$ cat src/hdl/nor_host_pkg.sv
// constants, codes and carrier types for the nor flash host controller
package nor_host_pkg;
    localparam int          CLK_NS       = 50;
    localparam int          T_WP_NS      = 50;
    localparam int          T_ACC_NS     = 80;
    localparam int          T_ABORT_NS   = 10000;
    localparam int          SYNC_CYC     = 2;
    localparam int          WP_CYC       = (T_WP_NS + CLK_NS - 1) / CLK_NS;
    localparam int          RD_CYC       = (T_ACC_NS + CLK_NS - 1) / CLK_NS + SYNC_CYC + 1;
    localparam int          ABORT_CYC    = (T_ABORT_NS + CLK_NS - 1) / CLK_NS;
    localparam int          AW           = 23;
    localparam int          DW           = 16;
    localparam logic [22:0] ADDR_UNLOCK1 = 23'h000555;
    localparam logic [22:0] ADDR_UNLOCK2 = 23'h0002AA;
    localparam logic [22:0] ADDR_QUERY   = 23'h000055;
    localparam logic [15:0] DATA_UNLOCK1 = 16'h00AA;
    localparam logic [15:0] DATA_UNLOCK2 = 16'h0055;
    localparam logic [15:0] CMD_RESET    = 16'h00F0;
    localparam logic [15:0] CMD_QUERY    = 16'h0098;
    localparam logic [15:0] CMD_AUTOSEL  = 16'h0090;
    localparam logic [15:0] CMD_BUF_LOAD = 16'h0025;
    localparam logic [15:0] CMD_ENH_LOAD = 16'h0033;
    localparam logic [15:0] CMD_CONFIRM  = 16'h0029;
    localparam logic [15:0] CMD_ERASE    = 16'h0080;
    localparam logic [15:0] CMD_BLK_ERS  = 16'h0030;
    localparam logic [5:0]  BUF_MAX      = 6'h20;
    localparam logic [8:0]  ENH_WORDS    = 9'h100;
    localparam int          SIG_A1       = 1;
    localparam int          SIG_A3       = 3;
    localparam int          SIG_A5       = 5;
    localparam int          SIG_A7       = 7;
    localparam int          PAGE_LSB     = 5;
    localparam int          ENH_LSB      = 8;

    typedef enum logic [3:0] {
        OP_READ, OP_RESET1, OP_RESET3, OP_QUERY, OP_AUTOSEL, OP_SIG,
        OP_BUF_START, OP_BUF_DATA, OP_ENH_START, OP_ENH_DATA, OP_CONFIRM,
        OP_ERASE, OP_ERASE_MORE
    } op_t;

    typedef enum logic [1:0] {MODE_ARRAY, MODE_ID, MODE_QUERY_A, MODE_QUERY_I} mode_t;

    typedef struct packed {
        op_t           op;
        logic [AW-1:0] addr;
        logic [DW-1:0] data;
    } req_t;

    typedef struct packed {
        logic          ce_n;
        logic          oe_n;
        logic          we_n;
        logic          dq_oe_n;
        logic [AW-1:0] addr;
        logic [DW-1:0] dq_o;
    } pins_t;
endpackage

$ cat src/hdl/nor_bus_cycle.sv
// one asynchronous flash read or write cycle on the pins
`timescale 1ns/1ps
module nor_bus_cycle (
    input  wire logic                     CLK,
    input  wire logic                     RSTN,
    input  wire logic                     START,
    input  wire logic                     WRITE,
    input  wire logic [nor_host_pkg::AW-1:0] ADDR,
    input  wire logic [nor_host_pkg::DW-1:0] WDATA,
    input  wire logic [nor_host_pkg::DW-1:0] DQ_I,
    output logic                          IDLE,
    output logic                          DONE,
    output logic [nor_host_pkg::DW-1:0]   RDATA,
    output nor_host_pkg::pins_t           PINS
);
    import nor_host_pkg::*;

    typedef enum logic [1:0] {C_IDLE, C_SETUP, C_STROBE, C_HOLD} cyc_t;

    cyc_t          state_q;
    logic [2:0]    cnt_q;
    logic          wr_q;
    logic [DW-1:0] dq_s1_q;
    logic [DW-1:0] dq_s2_q;
    logic [DW-1:0] rdata_q;
    pins_t         pins_q;

    wire [2:0] strobe_len = wr_q ? 3'(WP_CYC) : 3'(RD_CYC);
    wire       strobe_end = (state_q == C_STROBE) && (cnt_q == strobe_len - 3'h1);

    assign IDLE  = (state_q == C_IDLE);
    assign DONE  = (state_q == C_HOLD);
    assign RDATA = rdata_q;
    assign PINS  = pins_q;

    always_ff @(posedge CLK)
    begin
        dq_s1_q <= DQ_I;
        dq_s2_q <= dq_s1_q;
    end

    always_ff @(posedge CLK)
    begin
        if (!RSTN)
        begin
            state_q <= C_IDLE;
            cnt_q   <= 3'h0;
            wr_q    <= 1'b0;
            rdata_q <= '0;
            pins_q  <= '{ce_n: 1'b1, oe_n: 1'b1, we_n: 1'b1, dq_oe_n: 1'b1,
                         addr: '0, dq_o: '0};
        end
        else
        begin
            unique case (state_q)
                C_IDLE:
                    if (START)
                    begin
                        state_q        <= C_SETUP;
                        wr_q           <= WRITE;
                        pins_q.ce_n    <= 1'b0;
                        pins_q.addr    <= ADDR;
                        pins_q.dq_o    <= WDATA;
                        pins_q.dq_oe_n <= ~WRITE;
                    end
                C_SETUP:
                begin
                    state_q     <= C_STROBE;
                    cnt_q       <= 3'h0;
                    pins_q.we_n <= ~wr_q;
                    pins_q.oe_n <= wr_q;
                end
                C_STROBE:
                begin
                    cnt_q <= cnt_q + 3'h1;
                    if (strobe_end)
                    begin
                        state_q     <= C_HOLD;
                        pins_q.we_n <= 1'b1;
                        pins_q.oe_n <= 1'b1;
                        if (!wr_q)
                            rdata_q <= dq_s2_q;
                    end
                end
                C_HOLD:
                begin
                    state_q        <= C_IDLE;
                    pins_q.ce_n    <= 1'b1;
                    pins_q.dq_oe_n <= 1'b1;
                end
            endcase
        end
    end

    strobe_ce_a: assert property (@(posedge CLK) disable iff (!RSTN)
        (!PINS.we_n || !PINS.oe_n) |-> !PINS.ce_n)
        else $error("strobe active without chip select");
    bus_contend_a: assert property (@(posedge CLK) disable iff (!RSTN)
        !PINS.oe_n |-> PINS.dq_oe_n)
        else $error("host drives data while output enable low");
    write_width_a: assert property (@(posedge CLK) disable iff (!RSTN)
        $fell(PINS.we_n) |=> PINS.we_n)
        else $error("write strobe width wrong");
endmodule

$ cat src/hdl/nor_host_ctrl.sv
// host side command sequencer for an asynchronous nor flash
`timescale 1ns/1ps
module nor_host_ctrl (
    input  wire logic                     CLK,
    input  wire logic                     RSTN,
    input  wire logic                     CMD_VALID,
    output logic                          CMD_READY,
    input  nor_host_pkg::req_t            CMD_REQ,
    output logic                          RSP_VALID,
    output logic                          RSP_REFUSED,
    output logic [nor_host_pkg::DW-1:0]   RSP_DATA,
    output nor_host_pkg::mode_t           MODE,
    output logic                          ABORT_WAIT,
    output nor_host_pkg::pins_t           FLASH,
    input  wire logic [nor_host_pkg::DW-1:0] DQ_I,
    input  wire logic                     READY_BUSY_OUT
);
    import nor_host_pkg::*;

    typedef enum logic [1:0] {S_IDLE, S_BUS, S_WAIT} st_t;

    st_t           state_q;
    req_t          req_q;
    logic [2:0]    step_q;
    mode_t         mode_q;
    logic          rsp_valid_q;
    logic          rsp_ref_q;
    logic [DW-1:0] rsp_data_q;
    logic          buf_open_q;
    logic [5:0]    buf_left_q;
    logic          enh_open_q;
    logic [8:0]    enh_idx_q;
    logic [AW-1:0] base_q;
    logic          erase_open_q;
    logic [7:0]    wait_q;
    logic          rb_s1_q;
    logic          rb_s2_q;
    logic [AW-1:0] seq_addr;
    logic [DW-1:0] seq_data;
    logic          seq_wr;
    logic          seq_last;
    logic          eng_idle;
    logic          eng_done;
    logic [DW-1:0] eng_rdata;

    wire accept   = CMD_VALID && CMD_READY;
    wire unlock   = (req_q.op inside {OP_RESET3, OP_AUTOSEL, OP_BUF_START, OP_ENH_START,
                                      OP_ERASE}) && (step_q < 3'h2);
    wire [5:0] n_words = CMD_REQ.data[5:0];
    wire bad_count = (n_words == 6'h0) || (n_words > BUF_MAX) || (|CMD_REQ.data[15:6]);
    wire refuse =
        ((CMD_REQ.op == OP_QUERY) && !(mode_q inside {MODE_ARRAY, MODE_ID})) ||
        ((CMD_REQ.op == OP_AUTOSEL) && !rb_s2_q) ||
        ((CMD_REQ.op == OP_BUF_START) && bad_count) ||
        ((CMD_REQ.op == OP_BUF_DATA) && !(buf_open_q && buf_left_q != 6'h0)) ||
        ((CMD_REQ.op == OP_ENH_DATA) && !(enh_open_q && enh_idx_q != ENH_WORDS)) ||
        ((CMD_REQ.op == OP_CONFIRM) && !(buf_open_q ||
                                         (enh_open_q && enh_idx_q == ENH_WORDS))) ||
        ((CMD_REQ.op == OP_ERASE_MORE) && !erase_open_q);
    wire is_reset  = (req_q.op inside {OP_RESET1, OP_RESET3});
    wire seq_end   = eng_done && seq_last;
    wire [AW-1:0] sig_addr = {req_q.addr[AW-1:SIG_A7+1], 3'h0, req_q.addr[SIG_A5-1:SIG_A3+1],
                              {3{req_q.data[1]}}, req_q.data[0]};

    assign CMD_READY   = (state_q == S_IDLE);
    assign RSP_VALID   = rsp_valid_q;
    assign RSP_REFUSED = rsp_ref_q;
    assign RSP_DATA    = rsp_data_q;
    assign MODE        = mode_q;
    assign ABORT_WAIT  = (state_q == S_WAIT);

    always_comb
    begin
        seq_addr = req_q.addr;
        seq_data = req_q.data;
        seq_wr   = 1'b1;
        seq_last = 1'b1;
        if (unlock)
        begin
            seq_addr = (step_q == 3'h0) ? ADDR_UNLOCK1 : ADDR_UNLOCK2;
            seq_data = (step_q == 3'h0) ? DATA_UNLOCK1 : DATA_UNLOCK2;
            seq_last = 1'b0;
        end
        else
        begin
            unique case (req_q.op)
                OP_READ:       seq_wr = 1'b0;
                OP_SIG:
                begin
                    seq_wr   = 1'b0;
                    seq_addr = sig_addr;
                end
                OP_RESET1, OP_RESET3:
                begin
                    seq_addr = ADDR_UNLOCK1;
                    seq_data = CMD_RESET;
                end
                OP_QUERY:
                begin
                    seq_addr = ADDR_QUERY;
                    seq_data = CMD_QUERY;
                end
                OP_AUTOSEL:
                begin
                    seq_addr = ADDR_UNLOCK1;
                    seq_data = CMD_AUTOSEL;
                end
                OP_BUF_START:
                begin
                    seq_data = (step_q == 3'h2) ? CMD_BUF_LOAD
                                                : {10'h0, req_q.data[5:0] - 6'h1};
                    seq_last = (step_q == 3'h3);
                end
                OP_BUF_DATA:   seq_addr = {base_q[AW-1:PAGE_LSB], req_q.addr[PAGE_LSB-1:0]};
                OP_ENH_START:
                begin
                    seq_addr = ADDR_UNLOCK1;
                    seq_data = CMD_ENH_LOAD;
                end
                OP_ENH_DATA:   seq_addr = {base_q[AW-1:ENH_LSB], enh_idx_q[7:0]};
                OP_CONFIRM:
                begin
                    seq_addr = base_q;
                    seq_data = CMD_CONFIRM;
                end
                OP_ERASE:
                begin
                    seq_addr = (step_q == 3'h4) ? ADDR_UNLOCK2
                             : (step_q == 3'h5) ? req_q.addr : ADDR_UNLOCK1;
                    seq_data = (step_q == 3'h2) ? CMD_ERASE
                             : (step_q == 3'h3) ? DATA_UNLOCK1
                             : (step_q == 3'h4) ? DATA_UNLOCK2 : CMD_BLK_ERS;
                    seq_last = (step_q == 3'h5);
                end
                OP_ERASE_MORE: seq_data = CMD_BLK_ERS;
                default:       seq_wr = 1'b0;
            endcase
        end
    end

    always_ff @(posedge CLK)
    begin
        rb_s1_q <= READY_BUSY_OUT;
        rb_s2_q <= rb_s1_q;
    end

    always_ff @(posedge CLK)
    begin
        if (!RSTN)
        begin
            state_q     <= S_IDLE;
            req_q       <= '{op: OP_READ, addr: '0, data: '0};
            step_q      <= 3'h0;
            wait_q      <= 8'h0;
            rsp_valid_q <= 1'b0;
            rsp_ref_q   <= 1'b0;
            rsp_data_q  <= '0;
        end
        else
        begin
            rsp_valid_q <= 1'b0;
            rsp_ref_q   <= 1'b0;
            unique case (state_q)
                S_IDLE:
                    if (accept)
                    begin
                        req_q  <= CMD_REQ;
                        step_q <= 3'h0;
                        if (refuse)
                        begin
                            rsp_valid_q <= 1'b1;
                            rsp_ref_q   <= 1'b1;
                        end
                        else
                            state_q <= S_BUS;
                    end
                S_BUS:
                    if (eng_done)
                    begin
                        step_q <= step_q + 3'h1;
                        if (seq_last)
                        begin
                            rsp_data_q <= seq_wr ? '0 : eng_rdata;
                            if (is_reset && erase_open_q)
                            begin
                                state_q <= S_WAIT;
                                wait_q  <= 8'(ABORT_CYC - 1);
                            end
                            else
                            begin
                                state_q     <= S_IDLE;
                                rsp_valid_q <= 1'b1;
                            end
                        end
                    end
                S_WAIT:
                begin
                    wait_q <= wait_q - 8'h1;
                    if (wait_q == 8'h0)
                    begin
                        state_q     <= S_IDLE;
                        rsp_valid_q <= 1'b1;
                    end
                end
                default: state_q <= S_IDLE;
            endcase
        end
    end

    always_ff @(posedge CLK)
    begin
        if (!RSTN)
        begin
            mode_q       <= MODE_ARRAY;
            buf_open_q   <= 1'b0;
            buf_left_q   <= 6'h0;
            enh_open_q   <= 1'b0;
            enh_idx_q    <= 9'h0;
            base_q       <= '0;
            erase_open_q <= 1'b0;
        end
        else if (seq_end)
        begin
            erase_open_q <= (req_q.op inside {OP_ERASE, OP_ERASE_MORE});
            unique case (req_q.op)
                OP_RESET1, OP_RESET3:
                begin
                    buf_open_q <= 1'b0;
                    enh_open_q <= 1'b0;
                    mode_q     <= (mode_q == MODE_QUERY_I) ? MODE_ID : MODE_ARRAY;
                end
                OP_QUERY:      mode_q <= (mode_q == MODE_ID) ? MODE_QUERY_I : MODE_QUERY_A;
                OP_AUTOSEL:    mode_q <= MODE_ID;
                OP_BUF_START:
                begin
                    buf_open_q <= 1'b1;
                    buf_left_q <= req_q.data[5:0];
                    base_q     <= req_q.addr;
                end
                OP_BUF_DATA:   buf_left_q <= buf_left_q - 6'h1;
                OP_ENH_START:
                begin
                    enh_open_q <= 1'b1;
                    enh_idx_q  <= 9'h0;
                    base_q     <= req_q.addr;
                end
                OP_ENH_DATA:   enh_idx_q <= enh_idx_q + 9'h1;
                OP_CONFIRM:
                begin
                    buf_open_q <= 1'b0;
                    enh_open_q <= 1'b0;
                end
                default:       mode_q <= mode_q;
            endcase
        end
    end

    nor_bus_cycle u_cycle (
        .CLK   (CLK),
        .RSTN  (RSTN),
        .START ((state_q == S_BUS) && eng_idle),
        .WRITE (seq_wr),
        .ADDR  (seq_addr),
        .WDATA (seq_data),
        .DQ_I  (DQ_I),
        .IDLE  (eng_idle),
        .DONE  (eng_done),
        .RDATA (eng_rdata),
        .PINS  (FLASH)
    );

    query_gate_a: assert property (@(posedge CLK) disable iff (!RSTN)
        (accept && CMD_REQ.op == OP_QUERY && mode_q inside {MODE_QUERY_A, MODE_QUERY_I})
        |=> RSP_VALID && RSP_REFUSED)
        else $error("query command not refused in query mode");
    busy_autosel_a: assert property (@(posedge CLK) disable iff (!RSTN)
        (accept && CMD_REQ.op == OP_AUTOSEL && !rb_s2_q) |=> state_q == S_IDLE)
        else $error("identification sent while busy");
    query_exit_a: assert property (@(posedge CLK) disable iff (!RSTN)
        (seq_end && is_reset && mode_q == MODE_QUERY_I) |=> mode_q == MODE_ID)
        else $error("reset from query did not return to identification");
    abort_wait_a: assert property (@(posedge CLK) disable iff (!RSTN)
        $rose(ABORT_WAIT) |-> ##199 (ABORT_WAIT ##1 !ABORT_WAIT))
        else $error("abort wait length wrong");
    count_minus_a: assert property (@(posedge CLK) disable iff (!RSTN)
        (state_q == S_BUS && req_q.op == OP_BUF_START && step_q == 3'h3 && !FLASH.we_n)
        |-> FLASH.dq_o == {10'h0, req_q.data[5:0] - 6'h1})
        else $error("buffer count not units minus one");
    page_fixed_a: assert property (@(posedge CLK) disable iff (!RSTN)
        (state_q == S_BUS && req_q.op == OP_BUF_DATA)
        |-> seq_addr[AW-1:PAGE_LSB] == base_q[AW-1:PAGE_LSB])
        else $error("buffer upper address moved");
    sig_addr_a: assert property (@(posedge CLK) disable iff (!RSTN)
        (state_q == S_BUS && req_q.op == OP_SIG) |-> seq_addr[SIG_A7:SIG_A5] == 3'h0 && !seq_wr)
        else $error("signature read address bits 7-5 not low");
    reset_seq_a: assert property (@(posedge CLK) disable iff (!RSTN)
        (seq_end && req_q.op == OP_RESET3) |-> step_q == 3'h2 && seq_data == CMD_RESET)
        else $error("three-write reset sequence malformed");
endmodule

$ cat config.mk
export PLATFORM = sky130hd
export DESIGN_NAME = nor_host_ctrl
export DESIGN_NICKNAME = d
export VERILOG_FILES = /design/src/hdl/nor_host_pkg.sv /design/src/hdl/nor_bus_cycle.sv /design/src/hdl/nor_host_ctrl.sv
export SDC_FILE = /design/constraint.sdc
export NUM_CORES = 1
export LEC_CHECK = 0
export ABC_CLOCK_PERIOD_IN_PS = 2700
export BUFFER_PORTS_ARGS = -buffer_cell sky130_fd_sc_hd__buf_2
export CORE_MARGIN = 4
export CORE_UTILIZATION = 50
export DETAILED_ROUTE_END_ITERATION = 12
export PLACE_DENSITY_LB_ADDON = 0.15
export SLEW_MARGIN = 5
export SYNTH_ARGS = -nofsm -noshare
export SYNTH_HDL_FRONTEND = slang
export SYNTH_SLANG_ARGS = --single-unit
$ cat constraint.sdc
create_clock -name CLK -period 2.7 [get_ports CLK]
set_input_delay 0.405 -clock CLK [delete_from_list [all_inputs] [get_ports CLK]]
set_output_delay 0.405 -clock CLK [all_outputs]
set_load 0.05 [all_outputs]
==> results.cfg <==
[worst_hold_path]
min_path_type = in -> reg
whs_path_depth = 3

[sta]
clock.fmax_mhz = 415
rsz0062_at_grt = no
finalHoldViolCount = 0
finClkSkew_ps = 12.0
tns_ps = 0
setup_viol_count_final = 0
slew-limit-headroom = 0.294
tightest_slew_ps = 1060
drv_slew = 0
fin_crit_sh = 0.893
fin_crit_ps = 2410
timing.final.ws_setup_ps = 290

[grt]
grt_pass1_wl_um = 42200
grt_use_met3 = 0.0342
grt_max_degree = 106
antenna_found_initial = 0
grtUsageMet2 = 0.400
grt_pass1_vias = 8082
grt.busiest_layer = met2
grt_use_total = 0.248
grt_overflow = 0
grtUsageMet1 = 0.343

[place]
dpl.hpwl_um = 18000
port_buffers = 127
place.gp.congestion = 0.974
dp_slack_ps = 365

[critical_path]
cp-end-kind = flip-flop
cp_slowest_cell = dfxtp_1
worst-path-stages = 5
crit_top_cell = or4_1
reg2reg_depth = 5
start_kind = flip-flop
worst-path-buf-inv = 0
slowest_delay_ps = 710
cp_cell_sequence = nor2b_1, o21a_1, or4_1, or4_1, a21oi_1
cp_top_family = simple AND/OR/NAND/NOR gates
worst_ep_arrival_time_ps = 2870
r2r_slack_ps = 290
path_class = reg -> reg
required_ps = 3160
crit_path_max_fanout = 15

[finish]
diodes = 0
fin_nets = 1345
fin_util = 0.623
drive_gt1_frac = 0.181
nFillCells = 1603
area_growth_syn_to_layout_pct = 21.0

[drt]
wl_per_cell_um = 17.5
ant_nets = 0
via_per_inst = 5.76
drt_iter0_markers = 499
drc = 0
wl_um = 26400
num_vias = 8707
first_pass_iters = 5

[synth]
seq_area_frac_synth = 0.463
avgSynthCellArea_um2 = 8.21
syn_area_um2 = 9340
synthFlopType = dfxtp_1
synth.distinct_cells = 74
synthArstFlopShare = 0
synth_top_area_share = 0.463
synth-seq-cells = 216
ys_top_cells_by_area = dfxtp_1 (46%), nand2_1 (9.6%), a21oi_1 (7.1%)
synth_top_cell_by_area = dfxtp_1
ys.warnings.count = 0
syn_nets = 1217
netlist_instances = 1137
synth_edf_count = 0

[power_and_ir_drop]
irDropWorstVdd_mv = 0.581
power_leakage_nw = 4.34
power_density_nw_per_um2 = 760

[clock_network]
ctsRootBufferMaster = clkbuf_16
htree_levels = 1
path_clk_slew_ps = 60
clock_latency_ps = 530
clockBufferDepth = 3
cts_setup_buffers = 0
clock_sinks = 216
numCtsBuffers = 23
cts_tree = yes

[floorplanning]
io_pins = 128
start_util = 0.515
dieHeight_um = 145
fp-row-count = 49
die_x_um = 145
core_um2 = 18100
die_area_um2 = 20900

[job]
maxCapViolCount = 0

[status]
outcome = finished, final reports clean
-- power by group --
part / internal [mW] / switching [mW]
Combinational: 0.496 / 1.06
Sequential: 3.36 / 0.128
Clock: 2.20 / 1.34
-- Yosys cell counts (8+ instances only) --
master and count:
nand2_1 240, dfxtp_1 216, a21oi_1 133, clkbuf_1 56, nor2_1 52, nand3_1 50
o21ai_0 38, inv_1 29, mux2i_1 24, a22oi_1 17, buf_2 17, ha_1 17
nor3_1 15, o21ai_1 14, nor2b_1 13, a31oi_1 12, or3_1 12, xnor2_1 11
a221oi_1 9, and3_1 9, nand2b_1 9, o22ai_1 9, o21a_1 8, or4_1 8
-- timing repair --
item                      CTS  global route
hold endpoints to repair   17             0
resized for setup           0             0
hold buffers               17             0
-- worst register-to-register path: stages (launching register included) --
cell and delay, ps:
dfxtp_1 710, nor2b_1 160, o21a_1 240, or4_1 570, or4_1 520, a21oi_1 150
-- per-stage QoR --
stage	total power, mW	hold WS [ps]	instance area, um2	std cells
2_1_floorplan	4.60	310	9340	1137
3_3_place_gp	5.07	310	10300	1452
3_5_place_dp	5.08	312	10300	1452
4_1_cts	8.64	101	11300	1511
5_1_grt	8.96	108	11300	1511
6_report	8.59	115	11300	1511
-- final cells by class --
type                    count  area, um2  share of cell area
clock buffers              29        648              0.0574
clock inverters            13        223              0.0197
inverters                  32        121              0.0107
multi-input cells         808       4550               0.403
flip-flops and latches    216       4320               0.383
well taps                 229        287              0.0254
repair buffers            184       1140               0.101
-- kinds of logic after synthesis --
group,synth area share
flops,0.463
buf+inv,0.0493
simple gates,0.221
xor+xnor,0.0122
compound gates,0.206
fa+ha+maj,0.0228
mux,0.0257
-- layer usage --
metal  part of all wire  up-vias
li1                   -     4251
met1               0.45     4095
met2               0.46      303
met3              0.061       58
met4              0.031        0
met5                  0        -
-- flip-flops by register name, indices dropped and copies added (netlist names), 8 cells and up --
name / cells
req_q: 43
u_cycle.dq_s2_q: 16
RSP_DATA: 16
u_cycle.RDATA: 16
base_q: 23
u_cycle.dq_s1_q: 16
wait_q: 8
u_cycle.PINS: 43
enh_idx_q: 9
-- final timing paths --
check	startpoint	end
min reg2reg	u_cycle.dq_s1_q[4]	u_cycle.dq_s2_q[4]
max reg2reg	req_q[42]	enh_idx_q[7]
min	CMD_REQ[19]	req_q[19]
max	req_q[42]	enh_idx_q[7]
-- placed cells by master (no fill, tap or decap), drive strengths merged, types with 10 or more instances in the layout --
cell type    Yosys  layout
o21ai           52      52
nor3            15      15
a22oi           18      18
a31oi           12      12
xnor2           11      11
or3             12      12
dlygate4sd3      0      17
nand3           52      52
nor2            53      53
a21oi          133     133
mux2i           24      24
nand2          240     240
inv             32      34
buf             25     167
dfxtp          216     216
nor2b           13      13
ha              17      17
clkbuf          56      29
a221oi          10      10
No activity file was read; power rests on OpenSTA's default activity.
